$ cat src/shared/fifo_ctl_pkg.sv
// What this block does
// - Read ready held low during read cycle
// - Read mirrors write timing, write enable high, output enable delayed
// - Refresh request starts CAS-before-RAS, readies low
// - Refresh: CAS after first edge, RAS after second
// - Third refresh edge releases strobes and readies
// - Access and refresh enables never both true
// - Next RAS follows the state equation
// - 256 refreshes per 4 ms, 40 MHz clock
// - Separate 16-bit write and read pointers
// - Row select high gives row byte, low column
// - Read grant advances read pointer, same address sequence
// - Full, half-full, empty outputs active high
// - Half-full only reports, never gates access
// - Status counter steps on access enable
// - Count up on write, down on read
// - Empty at 0000, full FFFF, half 7FFF
// - RAS from registered stage with set
// - Priority refresh, then write, then read
// - Row, RAS, column, CAS, hold two cycles
// - Requests clear when done, idle strobes high
package fifo_ctl_pkg;
   localparam int unsigned CLK_HZ = 40_000_000;
   localparam int unsigned REFRESH_ROWS = 256;
   localparam int unsigned REFRESH_PERIOD_US = 4000;
   localparam int unsigned REFRESH_INTERVAL_CYCLES =
      (CLK_HZ / 1000) * (REFRESH_PERIOD_US / 1000) / REFRESH_ROWS;
   localparam int unsigned PTR_W = 16;
   localparam logic [15:0] COUNT_EMPTY = 16'h0000;
   localparam logic [15:0] COUNT_FULL = 16'hFFFF;
   localparam logic [15:0] COUNT_HALF = 16'h7FFF;
   localparam logic [15:0] PTR_RESET = 16'h0000;
   localparam int unsigned ROW_LSB = 8;
   localparam int unsigned COL_LSB = 0;
   localparam int unsigned BUF_DEPTH = 2;
   typedef enum logic [2:0] {
      ST_IDLE, ST_ROW, ST_RAS, ST_COL, ST_CAS, ST_HOLD
   } acc_state_t;
   typedef enum logic [1:0] {
      RF_IDLE, RF_CAS, RF_RAS, RF_END
   } ref_state_t;
endpackage

$ cat src/shared/addr_stream_if.sv
`timescale 1ns/1ps
`default_nettype none
interface addr_stream_if #(parameter int W = 17);
   logic valid;
   logic ready;
   logic [W-1:0] data;
   modport src (output valid, output data, input ready);
   modport snk (input valid, input data, output ready);
endinterface
`default_nettype wire

$ cat src/hdl/dram_fifo_controller.sv
`timescale 1ns/1ps
`default_nettype none
module dram_fifo_controller
   import fifo_ctl_pkg::*;
#(
   parameter int unsigned REFRESH_CYCLES = REFRESH_INTERVAL_CYCLES,
   parameter int unsigned ADDR_W = 8
) (
   input wire logic sys_clk,
   input wire logic arst_n,
   input wire logic read_request_n,
   input wire logic write_request_n,
   input wire logic refresh_request_clock,
   input wire logic internal_refresh_en,
   input wire logic addr_ready,
   output logic read_ready,
   output logic write_ready,
   output logic [ADDR_W-1:0] dram_addr,
   output logic ras_n,
   output logic cas_n,
   output logic we_n,
   output logic oe_n,
   output logic access_enable,
   output logic refresh_enable,
   output logic full,
   output logic half_full,
   output logic empty,
   output logic addr_valid,
   output logic [ADDR_W:0] addr_word
);
   localparam int CW = $clog2(REFRESH_CYCLES + 1);
   typedef struct packed {
      logic [1:0] rd_sync;
      logic [1:0] wr_sync;
      logic [1:0] rf_sync;
      logic rf_prev;
      logic rd_pend;
      logic wr_pend;
      logic rf_pend;
      logic [CW-1:0] rf_cnt;
      acc_state_t acc;
      ref_state_t rfs;
      logic is_write;
      logic hold;
      logic ras;
      logic rcs;
      logic cas;
      logic we;
      logic oe;
      logic acc_en;
      logic ref_en;
      logic rd_rdy;
      logic wr_rdy;
      logic [PTR_W-1:0] wptr;
      logic [PTR_W-1:0] rptr;
      logic [PTR_W-1:0] addr_latch;
      logic [ADDR_W-1:0] addr;
      logic [PTR_W-1:0] count;
      logic full;
      logic half;
      logic empty;
   } ctl_state_t;
   ctl_state_t s_q, s_d;
   addr_stream_if #(.W(ADDR_W + 1)) buf_in ();
   addr_stream_if #(.W(ADDR_W + 1)) buf_out ();
   skid_buffer #(.W(ADDR_W + 1), .DEPTH(BUF_DEPTH)) u_buf (
      .sys_clk(sys_clk),
      .arst_n(arst_n),
      .in_s(buf_in),
      .out_s(buf_out)
   );
   logic rd_req, wr_req, rf_req, ras_next, tick;
   always_comb begin
      s_d = s_q;
      s_d.rd_sync = {s_q.rd_sync[0], ~read_request_n};
      s_d.wr_sync = {s_q.wr_sync[0], ~write_request_n};
      s_d.rf_sync = {s_q.rf_sync[0], ~refresh_request_clock};
      rd_req = s_q.rd_sync[1];
      wr_req = s_q.wr_sync[1];
      s_d.rf_prev = s_q.rf_sync[1];
      // Internal interval timer when no external request clock is fitted
      tick = 1'b0;
      if (internal_refresh_en) begin
         if (s_q.rf_cnt == CW'(REFRESH_CYCLES - 1)) begin
            s_d.rf_cnt = '0;
            tick = 1'b1;
         end else begin
            s_d.rf_cnt = s_q.rf_cnt + 1'b1;
         end
      end
      rf_req = (s_q.rf_sync[1] && !s_q.rf_prev) || tick;
      if (rf_req) begin
         s_d.rf_pend = 1'b1;
      end
      if (rd_req && s_q.rd_rdy) begin
         s_d.rd_pend = 1'b1;
         s_d.rd_rdy = 1'b0;
      end
      if (wr_req && s_q.wr_rdy) begin
         s_d.wr_pend = 1'b1;
         s_d.wr_rdy = 1'b0;
      end
      // Strobe state equation, evaluated in active-high terms
      ras_next = (!s_q.ras && s_q.rcs && !s_q.cas) || (s_q.ref_en && s_q.cas);
      buf_in.valid = 1'b0;
      buf_in.data = '0;
      unique case (s_q.acc)
         ST_IDLE: begin
            // Refresh first, then write, then read; only between cycles
            if (s_q.rfs == RF_IDLE && !s_q.rf_pend && buf_in.ready) begin
               if (s_q.wr_pend) begin
                  s_d.acc = ST_ROW;
                  s_d.is_write = 1'b1;
                  s_d.acc_en = 1'b1;
                  s_d.addr_latch = s_q.wptr;
                  s_d.wptr = s_q.wptr + 1'b1;
               end else if (s_q.rd_pend) begin
                  s_d.acc = ST_ROW;
                  s_d.is_write = 1'b0;
                  s_d.acc_en = 1'b1;
                  s_d.addr_latch = s_q.rptr;
                  s_d.rptr = s_q.rptr + 1'b1;
               end
               if (s_q.wr_pend || s_q.rd_pend) begin
                  // Count steps once per granted access
                  if (s_q.wr_pend) begin
                     s_d.count = s_q.count + 1'b1;
                  end else begin
                     s_d.count = s_q.count - 1'b1;
                  end
               end
            end
         end
         ST_ROW: begin
            s_d.rcs = 1'b1;
            s_d.addr = s_q.addr_latch[ROW_LSB +: ADDR_W];
            s_d.acc = ST_RAS;
         end
         ST_RAS: begin
            s_d.ras = ras_next;
            s_d.acc = ST_COL;
         end
         ST_COL: begin
            s_d.rcs = 1'b0;
            s_d.addr = s_q.addr_latch[COL_LSB +: ADDR_W];
            s_d.we = s_q.is_write;
            s_d.oe = !s_q.is_write;
            s_d.acc = ST_CAS;
         end
         ST_CAS: begin
            s_d.cas = 1'b1;
            s_d.acc = ST_HOLD;
         end
         ST_HOLD: begin
            // Two held cycles; the second ends the access, RAS and CAS drop together
            if (!s_q.hold) begin
               s_d.hold = 1'b1;
            end else begin
               s_d.hold = 1'b0;
               s_d.ras = 1'b0;
               s_d.cas = 1'b0;
               s_d.we = 1'b0;
               s_d.oe = 1'b0;
               s_d.rcs = 1'b1;
               s_d.acc_en = 1'b0;
               s_d.acc = ST_IDLE;
               buf_in.valid = 1'b1;
               buf_in.data = {s_q.is_write, s_q.addr};
               if (s_q.is_write) begin
                  s_d.wr_pend = 1'b0;
                  s_d.wr_rdy = !s_q.rf_pend;
               end else begin
                  s_d.rd_pend = 1'b0;
                  s_d.rd_rdy = !s_q.rf_pend;
               end
            end
         end
      endcase
      unique case (s_q.rfs)
         RF_IDLE: begin
            if (s_q.rf_pend && s_q.acc == ST_IDLE) begin
               s_d.rfs = RF_CAS;
               s_d.ref_en = 1'b1;
               s_d.rd_rdy = 1'b0;
               s_d.wr_rdy = 1'b0;
            end
         end
         RF_CAS: begin
            s_d.cas = 1'b1;
            s_d.rfs = RF_RAS;
         end
         RF_RAS: begin
            s_d.ras = ras_next;
            s_d.rfs = RF_END;
         end
         RF_END: begin
            s_d.ras = 1'b0;
            s_d.cas = 1'b0;
            s_d.ref_en = 1'b0;
            s_d.rf_pend = rf_req;
            s_d.rd_rdy = !s_q.rd_pend;
            s_d.wr_rdy = !s_q.wr_pend;
            s_d.rfs = RF_IDLE;
         end
      endcase
      // Half-full is a monitor only and feeds no grant
      s_d.empty = (s_d.count == COUNT_EMPTY);
      s_d.full = (s_d.count == COUNT_FULL);
      s_d.half = (s_d.count >= COUNT_HALF);
   end
   assign buf_out.ready = addr_ready;
   // Buffer output is already a register; a second stage would break the handshake
   assign addr_valid = buf_out.valid;
   assign addr_word = buf_out.data;
   always_ff @(posedge sys_clk or negedge arst_n) begin
      if (!arst_n) begin
         s_q <= '0;
         s_q.rcs <= 1'b1;
         s_q.rd_rdy <= 1'b1;
         s_q.wr_rdy <= 1'b1;
         s_q.empty <= 1'b1;
         s_q.wptr <= PTR_RESET;
         s_q.rptr <= PTR_RESET;
      end else begin
         s_q <= s_d;
      end
   end
   // Output stage: strobes registered, RAS forced inactive by set
   always_ff @(posedge sys_clk or negedge arst_n) begin
      if (!arst_n) begin
         ras_n <= 1'b1;
         cas_n <= 1'b1;
         we_n <= 1'b1;
         oe_n <= 1'b1;
         read_ready <= 1'b1;
         write_ready <= 1'b1;
         dram_addr <= '0;
         access_enable <= 1'b0;
         refresh_enable <= 1'b0;
         full <= 1'b0;
         half_full <= 1'b0;
         empty <= 1'b1;
      end else begin
         ras_n <= !s_d.ras;
         cas_n <= !s_d.cas;
         we_n <= !s_d.we;
         // Output enable lags RAS by one clock on reads
         oe_n <= !s_d.oe;
         read_ready <= s_d.rd_rdy && !s_d.rd_pend;
         write_ready <= s_d.wr_rdy && !s_d.wr_pend;
         dram_addr <= s_d.addr;
         access_enable <= s_d.acc_en;
         refresh_enable <= s_d.ref_en;
         full <= s_d.full;
         half_full <= s_d.half;
         empty <= s_d.empty;
      end
   end
endmodule
`default_nettype wire

$ cat src/hdl/skid_buffer.sv
`timescale 1ns/1ps
`default_nettype none
module skid_buffer
   import fifo_ctl_pkg::*;
#(
   parameter int W = 17,
   parameter int DEPTH = BUF_DEPTH
) (
   input wire logic sys_clk,
   input wire logic arst_n,
   addr_stream_if.snk in_s,
   addr_stream_if.src out_s
);
   localparam int AW = $clog2(DEPTH);
   typedef struct packed {
      logic [DEPTH-1:0][W-1:0] mem;
      logic [AW-1:0] wr;
      logic [AW-1:0] rd;
      logic [AW:0] cnt;
      logic [W-1:0] dout;
      logic dvalid;
   } buf_state_t;
   buf_state_t s_q, s_d;
   logic push, pop, load, room;
   // Output register counts as one of the entries, so a stall holds at most DEPTH words
   assign room = (s_q.cnt + (AW+1)'(s_q.dvalid)) != (AW+1)'(DEPTH);
   always_comb begin
      s_d = s_q;
      push = in_s.valid && room;
      load = !s_q.dvalid || out_s.ready;
      pop = load && (s_q.cnt != '0);
      if (load) begin
         s_d.dvalid = pop;
         if (pop) begin
            s_d.dout = s_q.mem[s_q.rd];
            s_d.rd = (s_q.rd == AW'(DEPTH - 1)) ? '0 : s_q.rd + 1'b1;
         end
      end
      if (push) begin
         s_d.mem[s_q.wr] = in_s.data;
         s_d.wr = (s_q.wr == AW'(DEPTH - 1)) ? '0 : s_q.wr + 1'b1;
      end
      s_d.cnt = s_q.cnt + (AW+1)'(push) - (AW+1)'(pop);
   end
   always_ff @(posedge sys_clk or negedge arst_n) begin
      if (!arst_n) begin
         s_q <= '0;
      end else begin
         s_q <= s_d;
      end
   end
   assign in_s.ready = room;
   assign out_s.valid = s_q.dvalid;
   assign out_s.data = s_q.dout;
endmodule
`default_nettype wire

$ cat config.mk
export PLATFORM = sky130hd
export DESIGN_NAME = dram_fifo_controller
export DESIGN_NICKNAME = d
export VERILOG_FILES = /design/src/shared/fifo_ctl_pkg.sv /design/src/shared/addr_stream_if.sv /design/src/hdl/dram_fifo_controller.sv /design/src/hdl/skid_buffer.sv
export SDC_FILE = /design/constraint.sdc
export NUM_CORES = 1
export LEC_CHECK = 0
export BUFFER_PORTS_ARGS = -buffer_cell sky130_fd_sc_hd__buf_2
export CORE_ASPECT_RATIO = 0.7
export CORE_MARGIN = 2
export CORE_UTILIZATION = 40
export CTS_CLUSTER_DIAMETER = 80
export DETAILED_ROUTE_END_ITERATION = 8
export HOLD_SLACK_MARGIN = 0.1
export REMOVE_ABC_BUFFERS = 1
export SLEW_MARGIN = 25
export SYNTH_ARGS = -nofsm -noshare
export SYNTH_HDL_FRONTEND = slang
export SYNTH_HIERARCHICAL = 1
export SYNTH_SLANG_ARGS = --single-unit
$ cat constraint.sdc
create_clock -name sys_clk -period 4 [get_ports sys_clk]
set_input_delay 0.4 -clock sys_clk [delete_from_list [all_inputs] [get_ports sys_clk]]
set_output_delay 0.4 -clock sys_clk [all_outputs]
set_load 0.1 [all_outputs]
**Yosys cells after proc, flatten, opt, wreduce, memory -nomap -nowiden**

Index checks and enable logic that the tools add are counted.

- Add/sub/neg operators: 10
- Magnitude comparators: 4
- Bitwise operators: 4
- Eq/ne operators: 15
- Multiplexer cells: 58
- Reduce and logical (&&, ||, !) cells: 50

Operators by type and width:

| operator | number |
|---|---|
| 2-to-1 mux 16 bit | 6 |
| adder 16 x 1 -> 16 bit, second input constant | 3 |
| 2-to-1 mux 9 bit | 5 |
| 2-to-1 mux 1 bit | 22 |
| bitwise mux 18 bit | 1 |
| case mux 3 bit (6 select lines) | 1 |
| equality test 16 bit, second input constant | 1 |
| >= comparator 16 x 15 -> 1 bit, second input constant | 1 |
| logical NOT 16 bit | 1 |
| case mux 8 bit (2 select lines) | 1 |
| subtractor 16 x 1 -> 16 bit, second input constant | 1 |
| 2-to-1 mux 3 bit | 5 |
| logical AND 1 bit | 14 |
| logical NOT 1 bit | 14 |
| nonzero test 2 bit | 6 |
| adder 10 x 1 -> 10 bit, second input constant | 1 |
| equality test 10 bit, second input constant | 1 |
| 2-to-1 mux 10 bit | 1 |
| 2-to-1 mux 2 bit | 5 |
| case mux 1 bit (2 select lines) | 5 |
| demux 9 bit (select 1 bit) | 1 |
| AND reduction 3 bit | 3 |
| case mux 2 bit (4 select lines) | 1 |
| AND reduction 4 bit | 2 |
| other kinds (23) | 39 |

- Logic and storage cells: 183
- Output and inout bits: 29
- Bits of input ports: 7
- Register bits: 149

**Logic depth before layout (Yosys ltp)**

Gate-level depths: netlist (run 1).

- Word-level depth: 8
- Gate-level depth with buffers: 12
- Mapped depth without buffers: 11

**By module**

The synthesis (run 1) kept the hierarchy.

Modules (own cells, without submodules):

| module | instances | seq. area each (um^2) | cells an instance | area each (um^2) |
|---|---|---|---|---|
| dram_fifo_controller | 1 | 2940.3 | 591 | 5965.7 |
| skid_buffer | 1 | 800.8 | 98 | 1452.6 |

**Worst setup path before layout (run 1)**

No wires, ideal clock.

- Kind: register -> register
- Start: reg u_buf.s_q, in the netlist u_buf/out_s.valid
- End: reg empty
- Period minus slack after synthesis: 3.149 ns
- Path buffers: 2
- Cell stages (with the launch flop): 13
- Slack: 0.851 ns
- Arrival time: 3.060 ns
- Setup time: 0.089 ns
- Required time: 3.911 ns
- Cell sequence: dfrtp_1 ha_1 xnor2_2 or2_2 nand3b_1 or3_1 buf_6 buf_6 nand2_2 o31ai_4 nor3_1 nand4b_1 nor4b_2

RTL lines:

| item | line | RTL |
|---|---|---|
| start: declaration | skid_buffer.sv:23 | `buf_state_t s_q, s_d;` |
| start signal: assignment | skid_buffer.sv:47 | `s_q <= '0;` |
| start signal: assignment | skid_buffer.sv:49 | `s_q <= s_d;` |
| end signal: assignment | dram_fifo_controller.sv:256 | `empty <= s_d.empty;` |
| end: declaration | dram_fifo_controller.sv:27 | `output logic empty,` |

==> results.ini, run 1 <==
[timing]
timing.final.crit_share_pct = 81.97
finalSetupViolations = 0
rsz0062_at_grt = no
clock_skew_ps = 10.29
slew_viol_final = 0
period_needed_ps = 3279
fmax_mhz = 305.0
tightest_slew_ps = 922.9
fin_tns_setup_ps = 0
finalHoldViolCount = 0
maxSlewHeadroom_pct = 38.47
whs_ps = 203.4

[die]
coreArea_mm2 = 0.01811
die-area_mm2 = 0.01967
ios = 36
die_w_um = 166.8
die_height_um = 117.9
initial_core_util_pct = 40.97
fp-row-count = 41

[critical_path]
r2r-start = u_buf/s_q[10]
slowest_delay_ps = 780
path_class = reg2reg
critical_path.top_delay_family = simple AND/OR/NAND/NOR gates
startpoint_type = flop
reg2reg_to = full
crit_buf_inv = 0
endpoint_kind = flop
r2r_setup_slack_ps = 720
worstPathArrival_ps = 3630
cpMaxStageDelayCell = or3_1
crit_start = u_buf/s_q[10]
critPathRequiredTime_ps = 4350
crit_chain = ha_1 > xnor2_2 > or2_2 > nand3b_1 > or3_1 > o21ai_2 > and3_1 > nand4_1 > and4bb_1 > and4_1
reg2reg_depth = 10
crit_fanout = 24

[routing]
vias = 4992
drt-initial-drc-count = 346
vias_per_cell = 5.162
drt-total-wl_um = 15210
dr.pass1.iters = 4
drc = 0
drtAntennaViolNets = 0
wl_per_cell_um = 15.72

[logic_synthesis]
async_flop_share_pct = 100.0
yosysSeqAreaShare_pct = 50.43
syn_area_per_cell_um2 = 10.77
synth_edf_count = 0
synth-seq-cells = 149
synth_top_cell_area_share_pct = 46.89
yosys_warnings = 6
yosys.area.top_type = dfrtp_1
synthesis.instances = 689
synthFlopType = dfrtp_1
netlist_top_cells_area = dfrtp_1, mux2_2, xnor2_1
synth_commonest_cells = dfrtp_1, nand2_1, o21ai_0
synth.distinct_cells = 71
netlist_area_mm2 = 0.007418
synth_most_common_cell = dfrtp_1

[final_layout]
insertedDiodeCount = 0
stdcell_count = 967
area_growth_pct = 13.07
fill_cells = 1605
fin_area_mm2 = 0.008388
drive_above_1_share_pct = 19.56
nets = 750
fin_util_pct = 46.32

[job]
maxCapViolations = 0

[clock_tree]
cts_made_buffers = 17
cts-htree-levels = 4
clk_pin_slew_ps = 70
cts.sinks = 149
insertion_delay_ps = 420
cts_resized = 0
root_buffer = clkbuf_16
cts_tree = built
clockBufferDepth = 2

[global_route]
grt_pass1_vias = 4952
grt-ovfl-total = 0
grt_pass1_wl_um = 25760
grt_max_degree = 102
antenna_found_initial = 0
grt_use_total_pct = 16.39

[placed_design]
place_hpwl_um = 10930
place.gp.congestion = 0.8346
postPlaceCellArea_mm2 = 0.007714
place.port_buffers = 35
dpl.cell_count = 930

[hold_path]
min_to = u_buf/out_s.valid
hold_depth = 2
hp-class = in2reg
worstHoldStart = addr_ready

[pwr]
peakVddDrop_uv = 479.4
power_density_mw_per_mm2 = 743.7
power_leakage_nw = 3.981

[run_status]
status = finished, final reports clean

flip-flops by register name (all words and copies together) (netlist names):
name	count
full	1
u_buf/s_q	22
access_enable	1
write_ready	1
empty	1
rd_req	1
half_full	1
ras_n	1
refresh_enable	1
s_q	93
oe_n	1
we_n	1
u_buf/out_s.valid	1
u_buf/out_s.data	9
read_ready	1
dram_addr	8
cas_n	1
s_d	4
metal layers:
metal / GRT usage (%) / wire [µm]
met2: 22.96 / 6480
met4: 4.418 / 105
met3: 3.934 / 552
met1: 25.12 / 8067
met5: 0 / 0
placed cells by master, fill, tap and decap left out, types with 24 or more instances in the layout:
cell / Yosys / routed
xnor2_1: 38 / 38
mux2i_1: 27 / 27
ha_1: 24 / 24
o21ai_0: 44 / 44
inv_1: 26 / 26
dfrtp_1: 139 / 139
buf_2: 4 / 34
nor2_1: 43 / 43
mux2_2: 39 / 39
nand2_1: 85 / 85
per-stage QoR:
stage | setup slack, ps | power, mW
finish | 721.1 | 6.238
floorplan | 146.8 | 3.999
detailed placement | 762.3 | 4.589
CTS | 711.0 | 6.271
global route | 487.2 | 6.638
global placement | 841.5 | 4.515
logic make-up (layout without fill, tap and decap cells):
logic type                 after synthesis  in the layout  share of synthesized area, %
muxes                                   66             66                         9.563
buffers and inverters                   63            105                         4.520
and+or+nand+nor                        219            219                         14.44
xor gates and xnor gates                53             53                         6.359
DFF                                    149            149                         50.43
adders and majority gates               25             25                         4.318
AOI/OAI and AO/OA                      114            114                         10.37
power by group:
part | internal [mW] | switching [mW]
sequential | 1.82 | 0.291
clock | 0.947 | 0.684
combinational | 0.880 | 1.62
how the worst max path moves through the flow:
stage                           end  slack (ps)  cells after the start
after floorplan                full         150                     10
after global placement    half_full         840                     11
after CTS                      full         710                     10
after global routing          empty         490                     11
after detailed placement      empty         760                     11
final                          full         720                     10
final cells by class:
class / instances / area [µm²] / share of cell area (%)
Clock buffer: 17 / 425.4 / 5.072
Clock inverter: 15 / 181.4 / 2.163
Inverter: 26 / 97.59 / 1.163
Multi-Input combinational cell: 477 / 3346 / 39.89
Sequential cell: 149 / 3741 / 44.60
Tap cell: 236 / 295.3 / 3.520
Timing Repair Buffer: 47 / 301.5 / 3.595
what timing repair did:
item                                   in CTS  in global routing
endpoints found under the hold margin       3                 30
hold buffers                                3                  1
setup endpoints to repair                   0                  0
buffers inserted                            0                  0
No activity file was read; power rests on OpenSTA's default activity.
==> run 2, diff against run 1 <==
==> constraint.sdc (replaced) <==
create_clock -name sys_clk -period 2.75 [get_ports sys_clk]
set_input_delay 0.275 -clock sys_clk [delete_from_list [all_inputs] [get_ports sys_clk]]
set_output_delay 0.275 -clock sys_clk [all_outputs]
set_load 0.1 [all_outputs]
==> results.ini, run 2 (synthesis gave the netlist of run 1 again) <==
[placed_design]
dp_slack_ps = -87.65  ; was 762.3 ps
place.port_buffers = 35  ; unchanged
place_hpwl_um = 11450  ; was 10930 µm
dpl.cell_count = 960  ; was 930
place.gp.congestion = 0.8553  ; was 0.8346

[timing]
whs_ps = 149.1  ; was 203.4 ps
maxSlewHeadroom_pct = 64.04  ; was 38.47%
rsz0062_at_grt = yes  ; was no
period_needed_ps = 2677  ; was 3279 ps
tightest_slew_ps = 539.4  ; was 922.9 ps
clock_skew_ps = 8.775  ; was 10.29 ps
finalHoldViolCount = 0  ; unchanged
fmax_mhz = 373.5  ; was 305.0 MHz
slew_viol_final = 0  ; unchanged
timing.final.crit_share_pct = 97.35  ; was 81.97%
finalSetupViolations = 0  ; unchanged
setup_ws_ps = 72.95  ; was 721.1 ps

[die]
ios = 36  ; unchanged
die-area_mm2 = 0.01967  ; unchanged
coreArea_mm2 = 0.01811  ; unchanged
die_w_um = 166.8  ; unchanged
die_height_um = 117.9  ; unchanged
fp-row-count = 41  ; unchanged
initial_core_util_pct = 40.97  ; unchanged

[global_route]
grt_max_degree = 57  ; was 102
antenna_found_initial = 0  ; unchanged
grt_pass1_wl_um = 26190  ; was 25760 µm
grt_pass1_vias = 4943  ; was 4952
grt_use_total_pct = 16.70  ; was 16.39%
grt-ovfl-total = 0  ; unchanged

[pwr]
power_density_mw_per_mm2 = 1116  ; was 743.7 mW/mm²
p_sw_share_pct = 40.44  ; was 41.54%
p_comb_share_pct = 43.9  ; was 40.0%
switchingPower_mw = 4.002  ; was 2.591 mW
peakVddDrop_uv = 693.3  ; was 479.4 µV
p_int_mw = 5.895  ; was 3.647 mW
seqPwrFrac_pct = 30.8  ; was 33.8%
clock_power_share_pct = 25.2  ; was 26.1%
power_leakage_nw = 4.241  ; was 3.981 nW

[clock_tree]
clockBufferDepth = 2  ; unchanged
cts_made_buffers = 17  ; unchanged
insertion_delay_ps = 420  ; about the same
root_buffer = clkbuf_16  ; unchanged
cts-htree-levels = 4  ; unchanged
cts_tree = built  ; unchanged
clk_pin_slew_ps = 70  ; about the same
cts.sinks = 149  ; unchanged

[final_layout]
nets = 790  ; was 750
insertedDiodeCount = 0  ; unchanged
mostFrequentLayoutCell = dfrtp_1  ; unchanged
regMostFlops = s_q  ; unchanged
area_growth_pct = 19.51  ; was 13.07%
stdcell_count = 1007  ; was 967
final_cell_mix = dfrtp_1, nand2_1, nor2_1, o21ai_0, buf_4  ; was dfrtp_1, nand2_1, o21ai_0
largest_register_ff_count = 93  ; unchanged
drive_above_1_share_pct = 25.81  ; was 19.56%

[routing]
vias_per_cell = 5.103  ; was 5.162
drtAntennaViolNets = 0  ; unchanged
vias = 5139  ; was 4992
wl_per_cell_um = 15.67  ; was 15.72 µm
drt-initial-drc-count = 270  ; was 346
drc = 0  ; unchanged
drt-total-wl_um = 15780  ; was 15210 µm
dr.pass1.iters = 4  ; unchanged

[critical_path]
r2r_setup_slack_ps = 70  ; was 720 ps
critPathRequiredTime_ps = 3060  ; was 4350 ps
endpoint_kind = flop  ; unchanged
worstPathArrival_ps = 2990  ; was 3630 ps
crit_fanout = 10  ; was 24
crit_start = u_buf/s_q[10]  ; unchanged
path_class = reg2reg  ; unchanged
startpoint_type = flop  ; unchanged
r2r-start = u_buf/s_q[10]  ; unchanged

[hold_path]
worstHoldStart = internal_refresh_en  ; was addr_ready
hp-class = in2reg  ; unchanged

[run_status]
status = finished, final reports clean  ; unchanged

[job]
maxCapViolations = 0  ; unchanged

## run 2: cell count changes in the layout (fill, tap and decap cells not counted), moves of 2 or more
| cell | previous run | this run |
|---|---|---|
| buf_4 | 7 | 42 |
| inv_6 | 8 | 3 |
| buf_12 | 0 | 3 |
| clkinv_4 | 0 | 2 |
| ha_1 | 24 | 22 |
| inv_8 | 2 | 4 |
| nor3_1 | 9 | 7 |
| nor3_2 | 2 | 4 |
| o21ai_0 | 44 | 42 |
| o21ai_2 | 1 | 3 |
| xnor2_1 | 38 | 36 |
| xnor2_2 | 1 | 3 |
## run 2: worst max-delay path, cell delays in order (launching register included)
cell	delay, ps
dfrtp_1	390
ha_2	200
xnor2_2	150
or2_4	150
nand3b_1	210
nor3_2	200
buf_6	180
mux2i_1	280
inv_1	90
and3_1	180
nand4_1	90
and4bb_1	240
a31o_1	210
## run 2: timing repair
action | 4_1_cts | 5_1_grt
gates resized for setup | 4 | 20
pin swaps | 2 | 11
gates cloned | 0 | 1
endpoints found under the setup margin | 3 | 4
hold endpoints to repair | 56 | 0
hold buffers | 5 | 0
buffers inserted | 1 | 8
## run 2: final cells by class
type	count	area [µm²]
Clock buffer	18	439.2
Clock inverter	14	211.5
Fill cell	1583	9243
Inverter	26	97.59
Multi-Input combinational cell	477	3438
Sequential cell	149	3741
Tap cell	236	295.3
Timing Repair Buffer	87	643.1
## run 2: path summary, 6_finish.rpt
path                                  end  depth (start not counted)
max in group asynchronous           ras_n                          3
worst max-delay path            half_full                         12
worst min register to register   s_d[104]                          0
worst min-delay path              s_q[92]                          2
min in group asynchronous         s_q[44]                          2
worst max register to register  half_full                         12
## run 2: stage by stage
| step | cell area, µm² | util (%) | setup TNS [ps] | power (mW) |
|---|---|---|---|---|
| after floorplan | 7181 | - | -20260 | 5.816 |
| after global placement | 7973 | 44.03 | 0 | 6.995 |
| after detailed placement | 7973 | 44.03 | -138.2 | 7.088 |
| after CTS | 8703 | 48.06 | 0 | 9.683 |
| after global routing | 8866 | 48.96 | -67.48 | 10.52 |
| final | 8866 | 48.96 | 0 | 9.896 |
## run 2: metal layers
metal / GRT usage (%) / vias to the layer above / wire (µm)
li1: - / 2525 / -
met1: 26.18 / 2527 / 8500
met2: 22.70 / 76 / 6623
met3: 4.203 / 11 / 522
met4: 4.203 / 0 / 135
met5: 0 / - / 0
## run 2: power groups by stage
stage | combinational [mW] | sequential, mW | clock (mW)
finish | 4.35 | 3.05 | 2.50
global placement | 3.94 | 3.06 | 0
detailed placement | 4.02 | 3.07 | 0
global route | 4.74 | 3.11 | 2.67
CTS | 4.09 | 3.04 | 2.56
floorplan | 2.31 | 3.51 | 0
==> run 3, diff against run 2 <==
--- a/config.mk
+++ b/config.mk
@@ -5,6 +5,7 @@
 export SDC_FILE = /design/constraint.sdc
 export NUM_CORES = 1
 export LEC_CHECK = 0
+export ABC_AREA = 1
 export BUFFER_PORTS_ARGS = -buffer_cell sky130_fd_sc_hd__buf_2
 export CORE_ASPECT_RATIO = 0.7
 export CORE_MARGIN = 2
==> results.ini, run 3 <==
[run_status]
status = finished, final reports clean  ; unchanged

[clock_tree]
cts.sinks = 149  ; unchanged
insertion_delay_ps = 420  ; about the same
cts-htree-levels = 4  ; unchanged
cts_tree = built  ; unchanged
root_buffer = clkbuf_16  ; unchanged
clk_pin_slew_ps = 60  ; was 70 ps
clockBufferDepth = 2  ; unchanged
cts_made_buffers = 17  ; unchanged

[timing]
clock_skew_ps = 10.74  ; was 8.775 ps
timing.final.crit_share_pct = 87.84  ; was 97.35%
fmax_mhz = 414.0  ; was 373.5 MHz
maxSlewHeadroom_pct = 52.80  ; was 64.04%
tightest_slew_ps = 708.0  ; was 539.4 ps
finalSetupViolations = 0  ; unchanged
rsz0062_at_grt = no  ; was yes
finalHoldViolCount = 0  ; unchanged
slew_viol_final = 0  ; unchanged
period_needed_ps = 2416  ; was 2677 ps
whs_ps = 148.4  ; was 149.1 ps

[routing]
wl_per_cell_um = 13.29  ; was 15.67 µm
drt-total-wl_um = 16820  ; was 15780 µm
drt-initial-drc-count = 487  ; was 270
drc = 0  ; unchanged
vias = 6013  ; was 5139
drtAntennaViolNets = 0  ; unchanged
dr.pass1.iters = 5  ; was 4
vias_per_cell = 4.750  ; was 5.103

[die]
die_height_um = 121.1  ; was 117.9 µm
ios = 36  ; unchanged
die-area_mm2 = 0.02073  ; was 0.01967 mm²
die_w_um = 171.2  ; was 166.8 µm
coreArea_mm2 = 0.01902  ; was 0.01811 mm²
fp-row-count = 42  ; was 41
initial_core_util_pct = 41.17  ; was 40.97%

[logic_synthesis]
yosys.area.top_type = dfrtp_1  ; unchanged
yosys.area_share.simple_pct = 27.96  ; was 14.44%
synth_top_cell_area_share_pct = 44.42  ; was 46.89%
yosys_warnings = 6  ; unchanged
muxShareOfSynthArea_pct = 0.1438  ; was 9.563%
synth_most_common_cell = nand2_1  ; was dfrtp_1
synth_fa_ha_area_share_pct = 4.090  ; was 4.318%
synthesis.instances = 955  ; was 689
synth-seq-cells = 149  ; unchanged
synth_commonest_cells = nand2_1, dfrtp_1, inv_1  ; was dfrtp_1, nand2_1, o21ai_0
synth_compound_area_share_pct = 6.055  ; was 10.37%
syn_area_per_cell_um2 = 8.200  ; was 10.77 µm²
synth_top_family_by_area = simple AND/OR/NAND/NOR gates  ; unchanged
synth-xor-area-share_pct = 4.362  ; was 6.359%
netlist_top_cells_area = dfrtp_1, nand2_1, inv_1  ; was dfrtp_1, mux2_2, xnor2_1
synth_edf_count = 0  ; unchanged
async_flop_share_pct = 100.0  ; unchanged
yosysSeqAreaShare_pct = 47.77  ; was 50.43%
netlist_area_mm2 = 0.007831  ; was 0.007418 mm²
synthFlopType = dfrtp_1  ; unchanged
synth.distinct_cells = 45  ; was 71

[final_layout]
mostFrequentLayoutCell = nand2_1  ; was dfrtp_1
area_growth_pct = 13.20  ; was 19.51%
drive_above_1_share_pct = 13.17  ; was 25.81%
multiInputGateArea_mm2 = 0.003337  ; was 0.003438 mm²
largest_register_ff_count = 93  ; unchanged
nets = 1021  ; was 790
regMostFlops = s_q  ; unchanged
insertedDiodeCount = 0  ; unchanged
fin_area_mm2 = 0.008865  ; was 0.008866 mm²
fill_cells = 1866  ; was 1583
seq_area_mm2 = 0.003741  ; unchanged
final_cell_mix = nand2_1, dfrtp_1, inv_1  ; was dfrtp_1, nand2_1, nor2_1, o21ai_0, buf_4

[pwr]
p_sw_share_pct = 45.12  ; was 40.44%
power_leakage_nw = 4.578  ; was 4.241 nW
clock_power_share_pct = 24.4  ; was 25.2%
switchingPower_mw = 4.494  ; was 4.002 mW
peakVddDrop_uv = 522.8  ; was 693.3 µV
power_density_mw_per_mm2 = 1124  ; was 1116 mW/mm²
seqPwrFrac_pct = 32.4  ; was 30.8%
p_int_mw = 5.467  ; was 5.895 mW
p_comb_share_pct = 43.3  ; was 43.9%

[placed_design]
place.port_buffers = 35  ; unchanged
place.gp.congestion = 0.8954  ; was 0.8553
place_hpwl_um = 12120  ; was 11450 µm
postPlaceCellArea_mm2 = 0.008200  ; was 0.007973 mm²

[hold_path]
min_to = u_buf/out_s.valid  ; was s_q[92]
hp-class = in2reg  ; unchanged
worstHoldStart = addr_ready  ; was internal_refresh_en
hold_depth = 4  ; was 2

[global_route]
grt_pass1_vias = 5618  ; was 4943
grt-ovfl-total = 0  ; unchanged
grt_max_degree = 76  ; was 57
antenna_found_initial = 0  ; unchanged
grt_use_total_pct = 17.44  ; was 16.70%
grt_pass1_wl_um = 28380  ; was 26190 µm

[critical_path]
endpoint_kind = flop  ; unchanged
reg2reg_to = full  ; was half_full
critPathRequiredTime_ps = 3100  ; was 3060 ps
startpoint_type = flop  ; unchanged
crit_fanout = 15  ; was 10
reg2reg_depth = 14  ; was 12
r2r_setup_slack_ps = 330  ; was 70 ps
r2r-start = s_q[102]  ; was u_buf/s_q[10]
worstPathArrival_ps = 2760  ; was 2990 ps
path_class = reg2reg  ; unchanged

[job]
maxCapViolations = 0  ; unchanged

## run 3: layout make-up
type	count	area share, %
flip-flops and latches	149	42.20
well taps	264	3.726
clock inverters	13	1.934
clock buffers	19	4.996
multi-input cells	632	37.64
repair buffers	50	3.599
inverters	139	5.900
## run 3: critical path: stages (launching register included)
cell	delay, ps
dfrtp_1	390
inv_2	160
ha_1	420
nand2_1	120
nor2_1	280
nand3_1	160
nand3_1	110
nand2_1	50
nand3_1	80
nand2_1	90
inv_1	90
nand2_1	60
nor2_1	140
nand3_2	110
nor2_2	90
## run 3: cell families after synthesis
family	count (synthesis)
buffers and inverters	174
muxes	1
and+or+nand+nor	481
AOI/OAI and AO/OA	86
DFF	149
xor gates and xnor gates	39
adders and majority gates	25
## run 3: repair_timing
item / 4_1_cts / 5_1_grt
hold buffers: 5 / 0
gates resized for setup: 0 / 0
setup endpoints to repair: 0 / 0
endpoints found under the hold margin: 70 / 0
buffers inserted: 0 / 0
## run 3: stage by stage
step / std cells / setup slack, ps / setup TNS (ps) / power, mW / util (%)
after floorplan: 920 / -232.1 / -539.9 / 6.523 / -
after global placement: 1229 / 415.4 / 0 / 7.559 / 43.11
after detailed placement: 1229 / 356.5 / 0 / 7.548 / 43.11
after CTS: 1266 / 327.6 / 0 / 10.02 / 46.60
after global routing: 1266 / 124.4 / 0 / 10.72 / 46.60
final: 1266 / 334.4 / 0 / 9.961 / 46.60
## run 3: metal layers
layer,vias up,global-route usage [%],part of all wire [%]
li1,3083,-,-
met1,2794,27.25,54
met2,124,23.66,40
met3,12,4.371,5.0
met4,0,4.608,1.0
met5,-,0,0
## run 3: worst max path at each step
stage,from,to,slack [ps]
3_3_place_gp,u_buf/s_q[10],full,420
5_1_grt,s_q[102],empty,120
6_report,s_q[102],full,330
2_1_floorplan,u_buf/out_s.valid,full,-230
4_1_cts,u_buf/s_q[10],full,330
3_5_place_dp,u_buf/s_q[10],full,360
## run 3: power by group through the flow
stage	sequential [mW]	combinational [mW]	clock [mW]
2_1_floorplan	3.96	2.56	0
3_3_place_gp	3.26	4.30	0
3_5_place_dp	3.25	4.30	0
4_1_cts	3.22	4.31	2.48
5_1_grt	3.29	4.85	2.58
6_report	3.23	4.31	2.43
